## src/logic/ums_pkg.sv

```systemverilog
// Shared constants and types for the modem control and line status block
package ums_pkg;
  // Register byte offsets (one aligned word each)
  localparam logic [7:0] UMS_OFS_CTRL  = 8'h10;
  localparam logic [7:0] UMS_OFS_LINE  = 8'h14;
  localparam logic [7:0] UMS_OFS_MSTAT = 8'h18;
  localparam int         UMS_DEC_LO    = 2;
  localparam int         UMS_DEC_HI    = 7;

  // Modem control register fields: handshake outputs, loopback and second DMA mode
  localparam int UMS_CTL_DTR  = 0;
  localparam int UMS_CTL_RTS  = 1;
  localparam int UMS_CTL_USER_OUTPUT_ONE_BIT = 2;
  localparam int UMS_CTL_USER_OUTPUT_TWO_BIT = 3;
  localparam int UMS_CTL_LOOP = 4;
  localparam int UMS_CTL_DMA2 = 5;
  localparam int UMS_CTL_USER_OUTPUT_THREE_BIT = 6;
  localparam logic [7:0] UMS_CTL_RST  = 8'h00;
  localparam logic [7:0] UMS_CTL_MASK = 8'h7F;

  // Line state flag fields
  localparam int UMS_LSR_DR   = 0;
  localparam int UMS_LSR_OE   = 1;
  localparam int UMS_LSR_ERRS = 2;
  localparam int UMS_LSR_THRE = 5;
  localparam int UMS_LSR_TEMT = 6;
  localparam int UMS_LSR_FERR = 7;

  // Per-character error flags as queued: {break, framing, parity}
  localparam int UMS_ERR_W  = 3;
  localparam int UMS_ERR_PE = 0;
  localparam int UMS_ERR_FE = 1;
  localparam int UMS_ERR_BI = 2;

  // Error injection test fields
  localparam int UMS_TST_W    = 5;
  localparam int UMS_TST_PAR  = 0;
  localparam int UMS_TST_FRM  = 1;
  localparam int UMS_TST_BAUD = 2;
  localparam int UMS_TST_PHY  = 3;
  localparam int UMS_TST_CRC  = 4;
  localparam logic [4:0] UMS_TST_RST = 5'h00;

  // Modem line index, shared by pins, levels and deltas
  localparam int UMS_M_CTS = 0;
  localparam int UMS_M_DSR = 1;
  localparam int UMS_M_RI  = 2;
  localparam int UMS_M_DCD = 3;
  localparam logic [3:0] UMS_LINE_IDLE = 4'hF;

  // AHB-Lite transfer type bit meaning a real transfer
  localparam int UMS_HTRANS_ACT = 1;

  // Bus data phase state
  typedef enum logic [0:0] {
    UMS_BUS_IDLE  = 1'b0,
    UMS_BUS_WDATA = 1'b1
  } ums_bus_t;
endpackage

```

## src/logic/ums_modem_if.sv

```systemverilog
// Carrier between the line status core and the modem input watcher
`timescale 1ns/10ps
interface ums_modem_if;
  logic [3:0] line_n;
  logic       rd_clr;
  logic [3:0] level;
  logic [3:0] delta;
  modport watch (input line_n, input rd_clr, output level, output delta);
  modport core  (output line_n, output rd_clr, input level, input delta);
endinterface

```

## src/logic/ums_modem_watch.sv

```systemverilog
// Modem input level and change-flag tracker
`timescale 1ns/10ps
module ums_modem_watch (
  // Clock and reset
  input  wire logic  i_clk,
  input  wire logic  i_rst_n,
  // Core side
  ums_modem_if.watch mif
);
  import ums_pkg::*;

  logic [3:0] prev_n;
  logic [3:0] level;
  logic [3:0] delta;
  logic [3:0] next_prev_n;
  logic [3:0] next_level;
  logic [3:0] next_delta;
  logic [3:0] change;

  // Change events; ring only on its trailing edge, low to high on the pin
  always_comb begin
    change             = prev_n ^ mif.line_n;
    change[UMS_M_RI]   = ~prev_n[UMS_M_RI] & mif.line_n[UMS_M_RI];
    next_prev_n        = mif.line_n;
    next_level         = ~mif.line_n;
    // Event beats a read clear in the same cycle
    next_delta         = change | (delta & ~{4{mif.rd_clr}});
  end

  // Idle pins are high, so reset assumes no pending change
  always_ff @(posedge i_clk or negedge i_rst_n) begin
    if (!i_rst_n) begin
      prev_n <= UMS_LINE_IDLE;
      level  <= 4'h0;
      delta  <= 4'h0;
    end else begin
      prev_n <= next_prev_n;
      level  <= next_level;
      delta  <= next_delta;
    end
  end

  assign mif.level = level;
  assign mif.delta = delta;
endmodule // ums_modem_watch

```

## src/logic/ums_line_status.sv

```systemverilog
// Modem control, line status, test injection and modem status block
// Functional notes
// - Control bit 0 set drives terminal-ready pin low; clear drives it high.
// - Bits 1,2,3,6 drive send-request and user pins one-three, active low.
// - Control bit 4 enables loopback; bit 7 reserved.
// - Control bit 5 selects second DMA signalling for ready outputs, except in fast infrared mode.
// - Loopback feeds transmit stream to receiver; input ignored, output held 1.
// - Loopback: modem inputs follow send-request, terminal-ready, user one, user two.
// - Loopback ignores modem input pins and forces all five output pins high.
// - Bit 7 zero without FIFOs; set by flagged character; clears on status read when none remain.
// - Bit 6 one when holding and shift register empty; clears on new write.
// - Bit 5 follows holding byte empty, or FIFO fully empty; requests interrupt.
// - Break sets bit 4 with framing error, one zero character; cleared on read.
// - Bit 3 flags zero stop bit, queued per character, cleared on read.
// - Bit 2 flags parity; buffer read loads new top flags; cleared on read.
// - Overrun without FIFOs sets bit 1, keeps held character, drops new one.
// - Overrun with FIFOs sets bit 1 at once, not queued, cleared on read.
// - Bit 0 one while unread characters wait; clears when all read.
// - Test register shares line status offset; bits 4,3 corrupt fast infrared CRC, chips.
// - Test bit 1 zero stop, bit 0 wrong parity, bit 2 faster divider toggle.
// - Loopback only in serial and slow infrared modes, never fast infrared.
// - Modem status bits 7..4 read inverted carrier, ring, set-ready, clear-to-send.
// - Bits 3,1,0 flag changes; bit 2 flags ring low-to-high.
// - Low four status bits clear on read; any set requests modem interrupt.
// - Control register read/write at byte offset 0x10.
`timescale 1ns/10ps
module ums_line_status #(
  parameter int RX_DEPTH = 16
) (
  // Clock and reset
  input  wire logic        i_ref_clk,
  input  wire logic        i_rstn,
  // AHB-Lite slave
  input  wire logic        i_hsel,
  input  wire logic [31:0] i_haddr,
  input  wire logic [1:0]  i_htrans,
  input  wire logic        i_hwrite,
  input  wire logic [2:0]  i_hsize,
  input  wire logic        i_hready,
  input  wire logic [31:0] i_hwdata,
  output logic      [31:0] o_hrdata,
  output logic             o_hreadyout,
  output logic             o_hresp,
  // Serial and modem pins
  input  wire logic        i_serial_in,
  input  wire logic        i_clear_to_send_n,
  input  wire logic        i_set_ready_n,
  input  wire logic        i_ring_n,
  input  wire logic        i_carrier_detect_n,
  output logic             o_serial_out,
  output logic             o_terminal_ready_n,
  output logic             o_send_request_n,
  output logic             o_user_pin_one_n,
  output logic             o_user_pin_two_n,
  output logic             o_user_pin_three_n,
  // Transmitter and receiver core
  input  wire logic        i_fifo_en,
  input  wire logic        i_fast_infrared_mode,
  input  wire logic        i_tx_serial,
  input  wire logic        i_thr_write,
  input  wire logic        i_thr_empty,
  input  wire logic        i_txf_empty,
  input  wire logic        i_tsr_empty,
  input  wire logic        i_rx_done,
  input  wire logic        i_rx_perr,
  input  wire logic        i_rx_ferr,
  input  wire logic        i_rx_brk,
  input  wire logic        i_rbr_read,
  input  wire logic        i_rx_flush,
  input  wire logic        i_rx_trigger_hit,
  input  wire logic        i_txf_trigger_hit,
  output logic             o_rx_serial,
  output logic             o_rx_store,
  output logic             o_loopback,
  // Test injection and requests
  output logic             o_inject_wrong_parity,
  output logic             o_inject_zero_stop,
  output logic             o_fast_divider_toggle,
  output logic             o_inject_bad_pulse_chips,
  output logic             o_inject_bad_crc,
  output logic             o_rx_dma_ready_n,
  output logic             o_tx_dma_ready_n,
  output logic             o_modem_status_req,
  output logic             o_thr_empty_req
);
  import ums_pkg::*;

  localparam int PW = $clog2(RX_DEPTH);
  localparam int CW = $clog2(RX_DEPTH + 1);

  // Word-address match on the low byte of the address
  function automatic logic reg_hit(input logic [31:0] addr, input logic [7:0] ofs);
    reg_hit = (addr[UMS_DEC_HI:UMS_DEC_LO] == ofs[UMS_DEC_HI:UMS_DEC_LO]);
  endfunction

  // Reset release through two flops
  logic rst_s1;
  logic rst_n;
  always_ff @(posedge i_ref_clk or negedge i_rstn) begin
    if (!i_rstn) begin
      rst_s1 <= 1'b0;
      rst_n  <= 1'b0;
    end else begin
      rst_s1 <= 1'b1;
      rst_n  <= rst_s1;
    end
  end

  // Pin synchronisers: first stage feeds only the second
  logic [4:0] pin_s1;
  logic [4:0] pin_s2;
  always_ff @(posedge i_ref_clk or negedge rst_n) begin
    if (!rst_n) begin
      pin_s1 <= 5'h1F;
      pin_s2 <= 5'h1F;
    end else begin
      pin_s1 <= {i_serial_in, i_carrier_detect_n, i_ring_n, i_set_ready_n, i_clear_to_send_n};
      pin_s2 <= pin_s1;
    end
  end

  // Registers and next values
  ums_bus_t    bus_st;
  ums_bus_t    next_bus_st;
  logic [31:0] wr_addr;
  logic [31:0] next_wr_addr;
  logic [31:0] next_hrdata;
  logic [7:0]  ctrl;
  logic [7:0]  next_ctrl;
  logic [4:0]  tst;
  logic [4:0]  next_tst;
  logic        rd_line;
  logic        rd_mstat;
  logic        addr_ok;
  logic        loop_eff;
  logic [7:0]  line_word;

  ums_modem_if mif ();

  // Loopback never applies in fast infrared mode
  assign loop_eff = ctrl[UMS_CTL_LOOP] & ~i_fast_infrared_mode;

  // Internal modem inputs: pins, or control bits as the far pins would show them
  always_comb begin
    if (loop_eff) begin
      mif.line_n[UMS_M_CTS] = ~ctrl[UMS_CTL_RTS];
      mif.line_n[UMS_M_DSR] = ~ctrl[UMS_CTL_DTR];
      mif.line_n[UMS_M_RI]  = ~ctrl[UMS_CTL_USER_OUTPUT_ONE_BIT];
      mif.line_n[UMS_M_DCD] = ~ctrl[UMS_CTL_USER_OUTPUT_TWO_BIT];
    end else begin
      mif.line_n = pin_s2[3:0];
    end
  end

  ums_modem_watch u_watch (
    .i_clk   (i_ref_clk),
    .i_rst_n (rst_n),
    .mif     (mif.watch)
  );

  // Receive error flag queue, one entry per character held
  logic [UMS_ERR_W-1:0] flag_mem [RX_DEPTH];
  logic [PW-1:0]        wr_ptr, rd_ptr, next_wr_ptr, next_rd_ptr;
  logic [CW-1:0]        count, next_count, err_cnt, next_err_cnt;
  logic [UMS_ERR_W-1:0] top_err, next_top_err, in_err, after_err;
  logic                 ovr, next_ovr, ferr_sum, next_ferr_sum;
  logic                 full, push, pop, in_bad, out_bad;
  logic                 store, next_store;

  // Queue bookkeeping and sticky error flags
  always_comb begin
    // Break always brings a framing error along
    in_err               = '0;
    in_err[UMS_ERR_PE]   = i_rx_perr;
    in_err[UMS_ERR_FE]   = i_rx_ferr | i_rx_brk;
    in_err[UMS_ERR_BI]   = i_rx_brk;
    in_bad               = |in_err;
    full                 = i_fifo_en ? (count == CW'(RX_DEPTH)) : (count != '0);
    push                 = i_rx_done & ~full & ~i_rx_flush;
    pop                  = i_rbr_read & (count != '0) & ~i_rx_flush;
    out_bad              = |flag_mem[rd_ptr];
    after_err            = (count > CW'(1)) ? flag_mem[PW'(rd_ptr + 1'b1)]
                                            : (push ? in_err : '0);
    next_store           = push;
    next_wr_ptr          = push ? PW'(wr_ptr + 1'b1) : wr_ptr;
    next_rd_ptr          = pop ? PW'(rd_ptr + 1'b1) : rd_ptr;
    next_count           = CW'(count + CW'(push) - CW'(pop));
    next_err_cnt         = CW'(err_cnt + CW'(push & in_bad) - CW'(pop & out_bad));
    // New top-of-queue flags win over a status read clear
    next_top_err         = top_err & ~{UMS_ERR_W{rd_line}};
    if (pop) begin
      next_top_err       = after_err;
    end else if (push && count == '0) begin
      next_top_err       = in_err;
    end
    // Overrun is flagged at once and never queued
    next_ovr             = (i_rx_done & full) | (ovr & ~rd_line);
    next_ferr_sum        = i_fifo_en & ((push & in_bad)
                           | (ferr_sum & ~(rd_line & next_err_cnt == '0)));
    if (i_rx_flush) begin
      next_wr_ptr        = '0;
      next_rd_ptr        = '0;
      next_count         = '0;
      next_err_cnt       = '0;
      next_top_err       = '0;
    end
  end

  always_ff @(posedge i_ref_clk or negedge rst_n) begin
    if (!rst_n) begin
      wr_ptr   <= '0;
      rd_ptr   <= '0;
      count    <= '0;
      err_cnt  <= '0;
      top_err  <= '0;
      ovr      <= 1'b0;
      ferr_sum <= 1'b0;
      store    <= 1'b0;
    end else begin
      wr_ptr   <= next_wr_ptr;
      rd_ptr   <= next_rd_ptr;
      count    <= next_count;
      err_cnt  <= next_err_cnt;
      top_err  <= next_top_err;
      ovr      <= next_ovr;
      ferr_sum <= next_ferr_sum;
      store    <= next_store;
    end
  end

  // Flag storage has no reset; entries are only read once written
  always_ff @(posedge i_ref_clk) begin
    if (push) begin
      flag_mem[wr_ptr] <= in_err;
    end
  end

  // Live line state word as software reads it
  logic thre, temt;
  always_comb begin
    thre                   = i_fifo_en ? i_txf_empty : i_thr_empty;
    temt                   = thre & i_tsr_empty & ~i_thr_write;
    line_word              = 8'h00;
    line_word[UMS_LSR_DR]  = (count != '0);
    line_word[UMS_LSR_OE]  = ovr;
    line_word[UMS_LSR_ERRS +: UMS_ERR_W] = top_err;
    line_word[UMS_LSR_THRE] = thre;
    line_word[UMS_LSR_TEMT] = temt;
    line_word[UMS_LSR_FERR] = ferr_sum & i_fifo_en;
  end

  // AHB-Lite slave: zero wait, reads answered from a flop in the data phase
  always_comb begin
    addr_ok      = i_hsel & i_hready & i_htrans[UMS_HTRANS_ACT];
    rd_line      = addr_ok & ~i_hwrite & reg_hit(i_haddr, UMS_OFS_LINE);
    rd_mstat     = addr_ok & ~i_hwrite & reg_hit(i_haddr, UMS_OFS_MSTAT);
    mif.rd_clr   = rd_mstat;
    next_bus_st  = (addr_ok & i_hwrite) ? UMS_BUS_WDATA : UMS_BUS_IDLE;
    next_wr_addr = (addr_ok & i_hwrite) ? i_haddr : wr_addr;
    next_hrdata  = 32'h0000_0000;
    if (addr_ok && !i_hwrite) begin
      if (reg_hit(i_haddr, UMS_OFS_CTRL)) begin
        next_hrdata[7:0] = ctrl;
      end else if (rd_line) begin
        next_hrdata[7:0] = line_word;
      end else if (rd_mstat) begin
        next_hrdata[7:0] = {mif.level, mif.delta};
      end
    end
    next_ctrl = ctrl;
    next_tst  = tst;
    if (bus_st == UMS_BUS_WDATA) begin
      if (reg_hit(wr_addr, UMS_OFS_CTRL)) begin
        next_ctrl = i_hwdata[7:0] & UMS_CTL_MASK;
      end else if (reg_hit(wr_addr, UMS_OFS_LINE)) begin
        next_tst  = i_hwdata[UMS_TST_W-1:0];
      end
    end
  end

  always_ff @(posedge i_ref_clk or negedge rst_n) begin
    if (!rst_n) begin
      bus_st      <= UMS_BUS_IDLE;
      wr_addr     <= 32'h0000_0000;
      o_hrdata    <= 32'h0000_0000;
      o_hreadyout <= 1'b1;
      o_hresp     <= 1'b0;
      ctrl        <= UMS_CTL_RST;
      tst         <= UMS_TST_RST;
    end else begin
      bus_st      <= next_bus_st;
      wr_addr     <= next_wr_addr;
      o_hrdata    <= next_hrdata;
      o_hreadyout <= 1'b1;
      o_hresp     <= 1'b0;
      ctrl        <= next_ctrl;
      tst         <= next_tst;
    end
  end

  // Output stage; every port leaves from a flop, costing one cycle of delay
  logic [22:0] next_outs;
  logic        dma2;
  always_comb begin
    dma2          = ctrl[UMS_CTL_DMA2] & ~i_fast_infrared_mode;
    next_outs[0]  = loop_eff | i_tx_serial;
    next_outs[1]  = loop_eff | ~ctrl[UMS_CTL_DTR];
    next_outs[2]  = loop_eff | ~ctrl[UMS_CTL_RTS];
    next_outs[3]  = loop_eff | ~ctrl[UMS_CTL_USER_OUTPUT_ONE_BIT];
    next_outs[4]  = loop_eff | ~ctrl[UMS_CTL_USER_OUTPUT_TWO_BIT];
    next_outs[5]  = loop_eff | ~ctrl[UMS_CTL_USER_OUTPUT_THREE_BIT];
    next_outs[6]  = loop_eff ? i_tx_serial : pin_s2[4];
    next_outs[7]  = loop_eff;
    // Fast infrared faults only matter in that mode, serial faults outside it
    next_outs[8]  = tst[UMS_TST_PAR] & ~i_fast_infrared_mode;
    next_outs[9]  = tst[UMS_TST_FRM] & ~i_fast_infrared_mode;
    next_outs[10] = tst[UMS_TST_BAUD];
    next_outs[11] = tst[UMS_TST_PHY] & i_fast_infrared_mode;
    next_outs[12] = tst[UMS_TST_CRC] & i_fast_infrared_mode;
    // Mode 0 signals single characters, mode 2 the trigger levels
    next_outs[13] = dma2 ? ~(i_fifo_en & i_rx_trigger_hit) : (count == '0);
    next_outs[14] = dma2 ? ~(i_fifo_en & i_txf_trigger_hit) : ~thre;
    next_outs[15] = |mif.delta;
    next_outs[16] = thre;
    next_outs[22:17] = '0;
  end

  logic [22:0] outs;
  always_ff @(posedge i_ref_clk or negedge rst_n) begin
    if (!rst_n) begin
      outs <= 23'h00_007F;
    end else begin
      outs <= next_outs;
    end
  end

  assign o_serial_out             = outs[0];
  assign o_terminal_ready_n       = outs[1];
  assign o_send_request_n         = outs[2];
  assign o_user_pin_one_n         = outs[3];
  assign o_user_pin_two_n         = outs[4];
  assign o_user_pin_three_n       = outs[5];
  assign o_rx_serial              = outs[6];
  assign o_loopback               = outs[7];
  assign o_inject_wrong_parity    = outs[8];
  assign o_inject_zero_stop       = outs[9];
  assign o_fast_divider_toggle    = outs[10];
  assign o_inject_bad_pulse_chips = outs[11];
  assign o_inject_bad_crc         = outs[12];
  assign o_rx_dma_ready_n         = outs[13];
  assign o_tx_dma_ready_n         = outs[14];
  assign o_modem_status_req       = outs[15];
  assign o_thr_empty_req          = outs[16];
  assign o_rx_store               = store;
endmodule // ums_line_status

```

## config.mk

```make
export PLATFORM = sky130hd
export DESIGN_NAME = ums_line_status
export DESIGN_NICKNAME = d
export VERILOG_FILES = /design/src/logic/ums_pkg.sv /design/src/logic/ums_modem_if.sv /design/src/logic/ums_modem_watch.sv /design/src/logic/ums_line_status.sv
export SDC_FILE = /design/constraint.sdc
export NUM_CORES = 1
export LEC_CHECK = 0
export ABC_CLOCK_PERIOD_IN_PS = 2600
export BUFFER_PORTS_ARGS = -buffer_cell sky130_fd_sc_hd__buf_2
export CAP_MARGIN = 10
export CORE_MARGIN = 1
export CORE_UTILIZATION = 49
export CTS_CLUSTER_SIZE = 30
export DETAILED_ROUTE_END_ITERATION = 16
export GPL_TIMING_DRIVEN = 0
export PLACE_DENSITY = 0.82
export SYNTH_ARGS = -nofsm -noshare
export SYNTH_HDL_FRONTEND = slang
export SYNTH_HIERARCHICAL = 1
export SYNTH_SLANG_ARGS = --single-unit
```

## constraint.sdc

```tcl
create_clock -name i_ref_clk -period 2.6 [get_ports i_ref_clk]
set_input_delay 0.13 -clock i_ref_clk [delete_from_list [all_inputs] [get_ports i_ref_clk]]
set_output_delay 0.13 -clock i_ref_clk [all_outputs]
set_load 0.01 [all_outputs]
```

==> flow_summary.ini <==
[clocking]
tritoncts = yes
ctsLongestPathBuffers = 2
cts_root_buffer = clkbuf_16
htreeDepth = 4
cts_sinks = 140
insertion_delay_ps = 420
cts.hold.buffers_added = 25
clk_pin_slew_ps = 60
numCtsBuffers = 17

[placed_design]
dp_cells = 792
place_congestion = 0.892
hpwl_um = 9570
port_buffers = 64

[critical_path]
crit_required_ps = 2900
cp.arrival_ps = 3690
reg2regPathDepth = 18
endpoint_kind = flop
r2r-end = ferr_sum
crit_type = flop to flop
reg2reg_slack_ps = -780
crit_path_start_kind = flop
startpoint = rd_ptr[1]
crit_fanout = 4
rr_startpoint = rd_ptr[1]

[hold_path]
hold_class = input pin to flop
hold-path-endpoint = err_cnt[1]
min_from = i_rx_flush
min_path_cells = 2

[logic_synthesis]
yosysTopAreaCell = dfrtp_1
ys_ff_latch = 140
synth_top_area_frac = 0.276
syn_area_per_cell_um2 = 12.1
syn-cell-area_um2 = 6430
synthTopCellsByArea = dfrtp_1, edfxtp_1, dfstp_2, mux4_2, ha_1
ys_seq_area_frac = 0.586
ys.flop_type = dfrtp_1
syn_inst = 530
async_flop_share = 0.657
synth.distinct_cells = 56
synth_edf_count = 48
synth_warnings = 6

[run_status]
violations = negative hold slack, negative setup slack
status = finished, violations left

[die]
num_rows = 41
dieArea_um2 = 13600
core-area_um2 = 12700
die_w_um = 117
start_util = 0.506
die_height_um = 117
ios = 146

[final_layout]
n_antenna_cell = 0
nets = 800
synthToLayoutAreaGrowth_pct = 30.0
final_cell_mix = dfrtp_1, buf_2, edfxtp_1
layout.cells.non_filler = 870
drive_gt1_frac = 0.360
final_common_cell = dfrtp_1

[route]
routedWlPerCell_um = 17.3
ant_nets = 0
wirelength_um = 15000
drcViolationCount = 0
num_vias = 4590
drt-pass1-iter-count = 5
vias_per_cell = 5.28
drt_iter0_markers = 255

[global_routing]
grt_pass1_wl_um = 23500
grt_start_max_net_pins = 64
grt_pass1_vias = 4736
grt_usage = 0.236
antenna_found_initial = 0
grt_overflow = 0

[pwr]
ir_drop_mv = 0.603
leakagePower_uw = 0.00366
p_per_area_nw_per_um2 = 909

[timing]
final-setup-viol-count = 9
max_freq_mhz = 295
setup_ws_ps = -784
tightestPinTransition_ps = 631
post-route-period-util = 1.30
drv_slew = 0
finalSetupTns_ps = -3300
slew_headroom = 0.578
fin_worst_skew_ps = 9.54
timing.hold.ws_ps = -19.4
hold_violations = 3
period_minus_slack_ps = 3380
rsz0062_at_grt = true

[job]
max_cap_violations = 0
-- power by group --
group,internal (µW),switching [µW]
Sequential,2530,169
Clock,1260,970
Combinational,1340,1330
Total,5130,2470
-- kinds of logic after synthesis --
kind of cell    share of synthesized area
fa+ha+maj                          0.0432
other cells                       0.00117
compound gates                     0.0675
flops                               0.586
simple gates                        0.135
xor+xnor                           0.0218
buf+inv                            0.0702
mux                                0.0747
-- worst max-delay path, stage by stage, from the launching register on --
cell	delay [ps]
dfrtp_2	440
buf_6	150
buf_4	140
nor4_4	270
a211oi_1	90
a21oi_1	160
a211oi_2	110
a21oi_2	170
nor3_2	60
ha_1	310
inv_2	50
ha_4	150
fa_2	370
a21o_1	200
a21oi_2	160
xnor2_2	130
nand2_1	90
nor3_2	110
o22ai_1	100
-- registers in the layout, indices dropped and copies added, names as in the netlist, 5 cells and up --
signal and count:
pin_s2 5, wr_addr 6, count 5, tst 5, flag_mem 48, pin_s1 5
err_cnt 5, o_hrdata 8, outs 17, ctrl 7
-- cell type report --
cell class / instances / area [µm²]
buffer: 45 / 314
clock inverter: 14 / 106
tap: 172 / 215
sequential: 140 / 3770
multi-input combinational: 329 / 2570
fill: 905 / 4360
clock buffer: 18 / 439
timing repair buffer: 112 / 782
inverter: 40 / 155
-- metal layers --
metal  vias up  wire (µm)  global-route usage
met1      2257       5590               0.256
met4         0        430               0.112
li1       2126          -                   -
met2       169       8010               0.420
met3        38        974              0.0758
met5         -          0                   0
-- through the flow --
stage	total power [µW]	hold slack, ps	instance area (µm²)	setup WS [ps]	utilization
2_1_floorplan	4250	-166	6570	-626	-
3_3_place_gp	4660	-84.1	7100	-1020	0.558
3_5_place_dp	4770	-84.4	7130	-1070	0.560
4_1_cts	7340	-48.1	8160	-872	0.641
5_1_grt	7950	-25.9	8360	-957	0.657
6_report	7600	-19.4	8360	-784	0.657
-- synth_stat cells (3+ instances only) --
| master | instances |
|---|---|
| nand3_1 | 4 |
| a21oi_1 | 29 |
| buf_2 | 5 |
| dfstp_2 | 21 |
| nor4_1 | 11 |
| dfrtp_1 | 71 |
| o32ai_1 | 3 |
| nor2b_1 | 10 |
| xor2_1 | 8 |
| nand2b_1 | 5 |
| ha_1 | 19 |
| mux2i_1 | 3 |
| and3_1 | 4 |
| or3_1 | 3 |
| xnor2_1 | 8 |
| a31oi_1 | 7 |
| mux2_2 | 14 |
| o21ai_0 | 21 |
| nand2_1 | 41 |
| edfxtp_1 | 48 |
| clkbuf_1 | 12 |
| a21o_1 | 3 |
| and2_1 | 10 |
| mux4_2 | 13 |
| nor2_1 | 26 |
| inv_1 | 39 |
| buf_4 | 27 |
| nor3_1 | 27 |
-- how the worst max path moves through the flow --
stage | end | slack, ps
floorplan | ferr_sum | -630
global placement | ferr_sum | -1020
detailed placement | ferr_sum | -1070
CTS | ferr_sum | -870
global route | ferr_sum | -960
finish | ferr_sum | -780
-- repair_timing --
item | in CTS | in global routing
setup endpoints to repair | 20 | 23
pin swaps | 18 | 18
buffers inserted | 14 | 8
endpoints found under the hold margin | 37 | 3
resized for setup | 28 | 30
gates cloned | 1 | 0
Note: power is estimated with default switching activity, not from simulation.
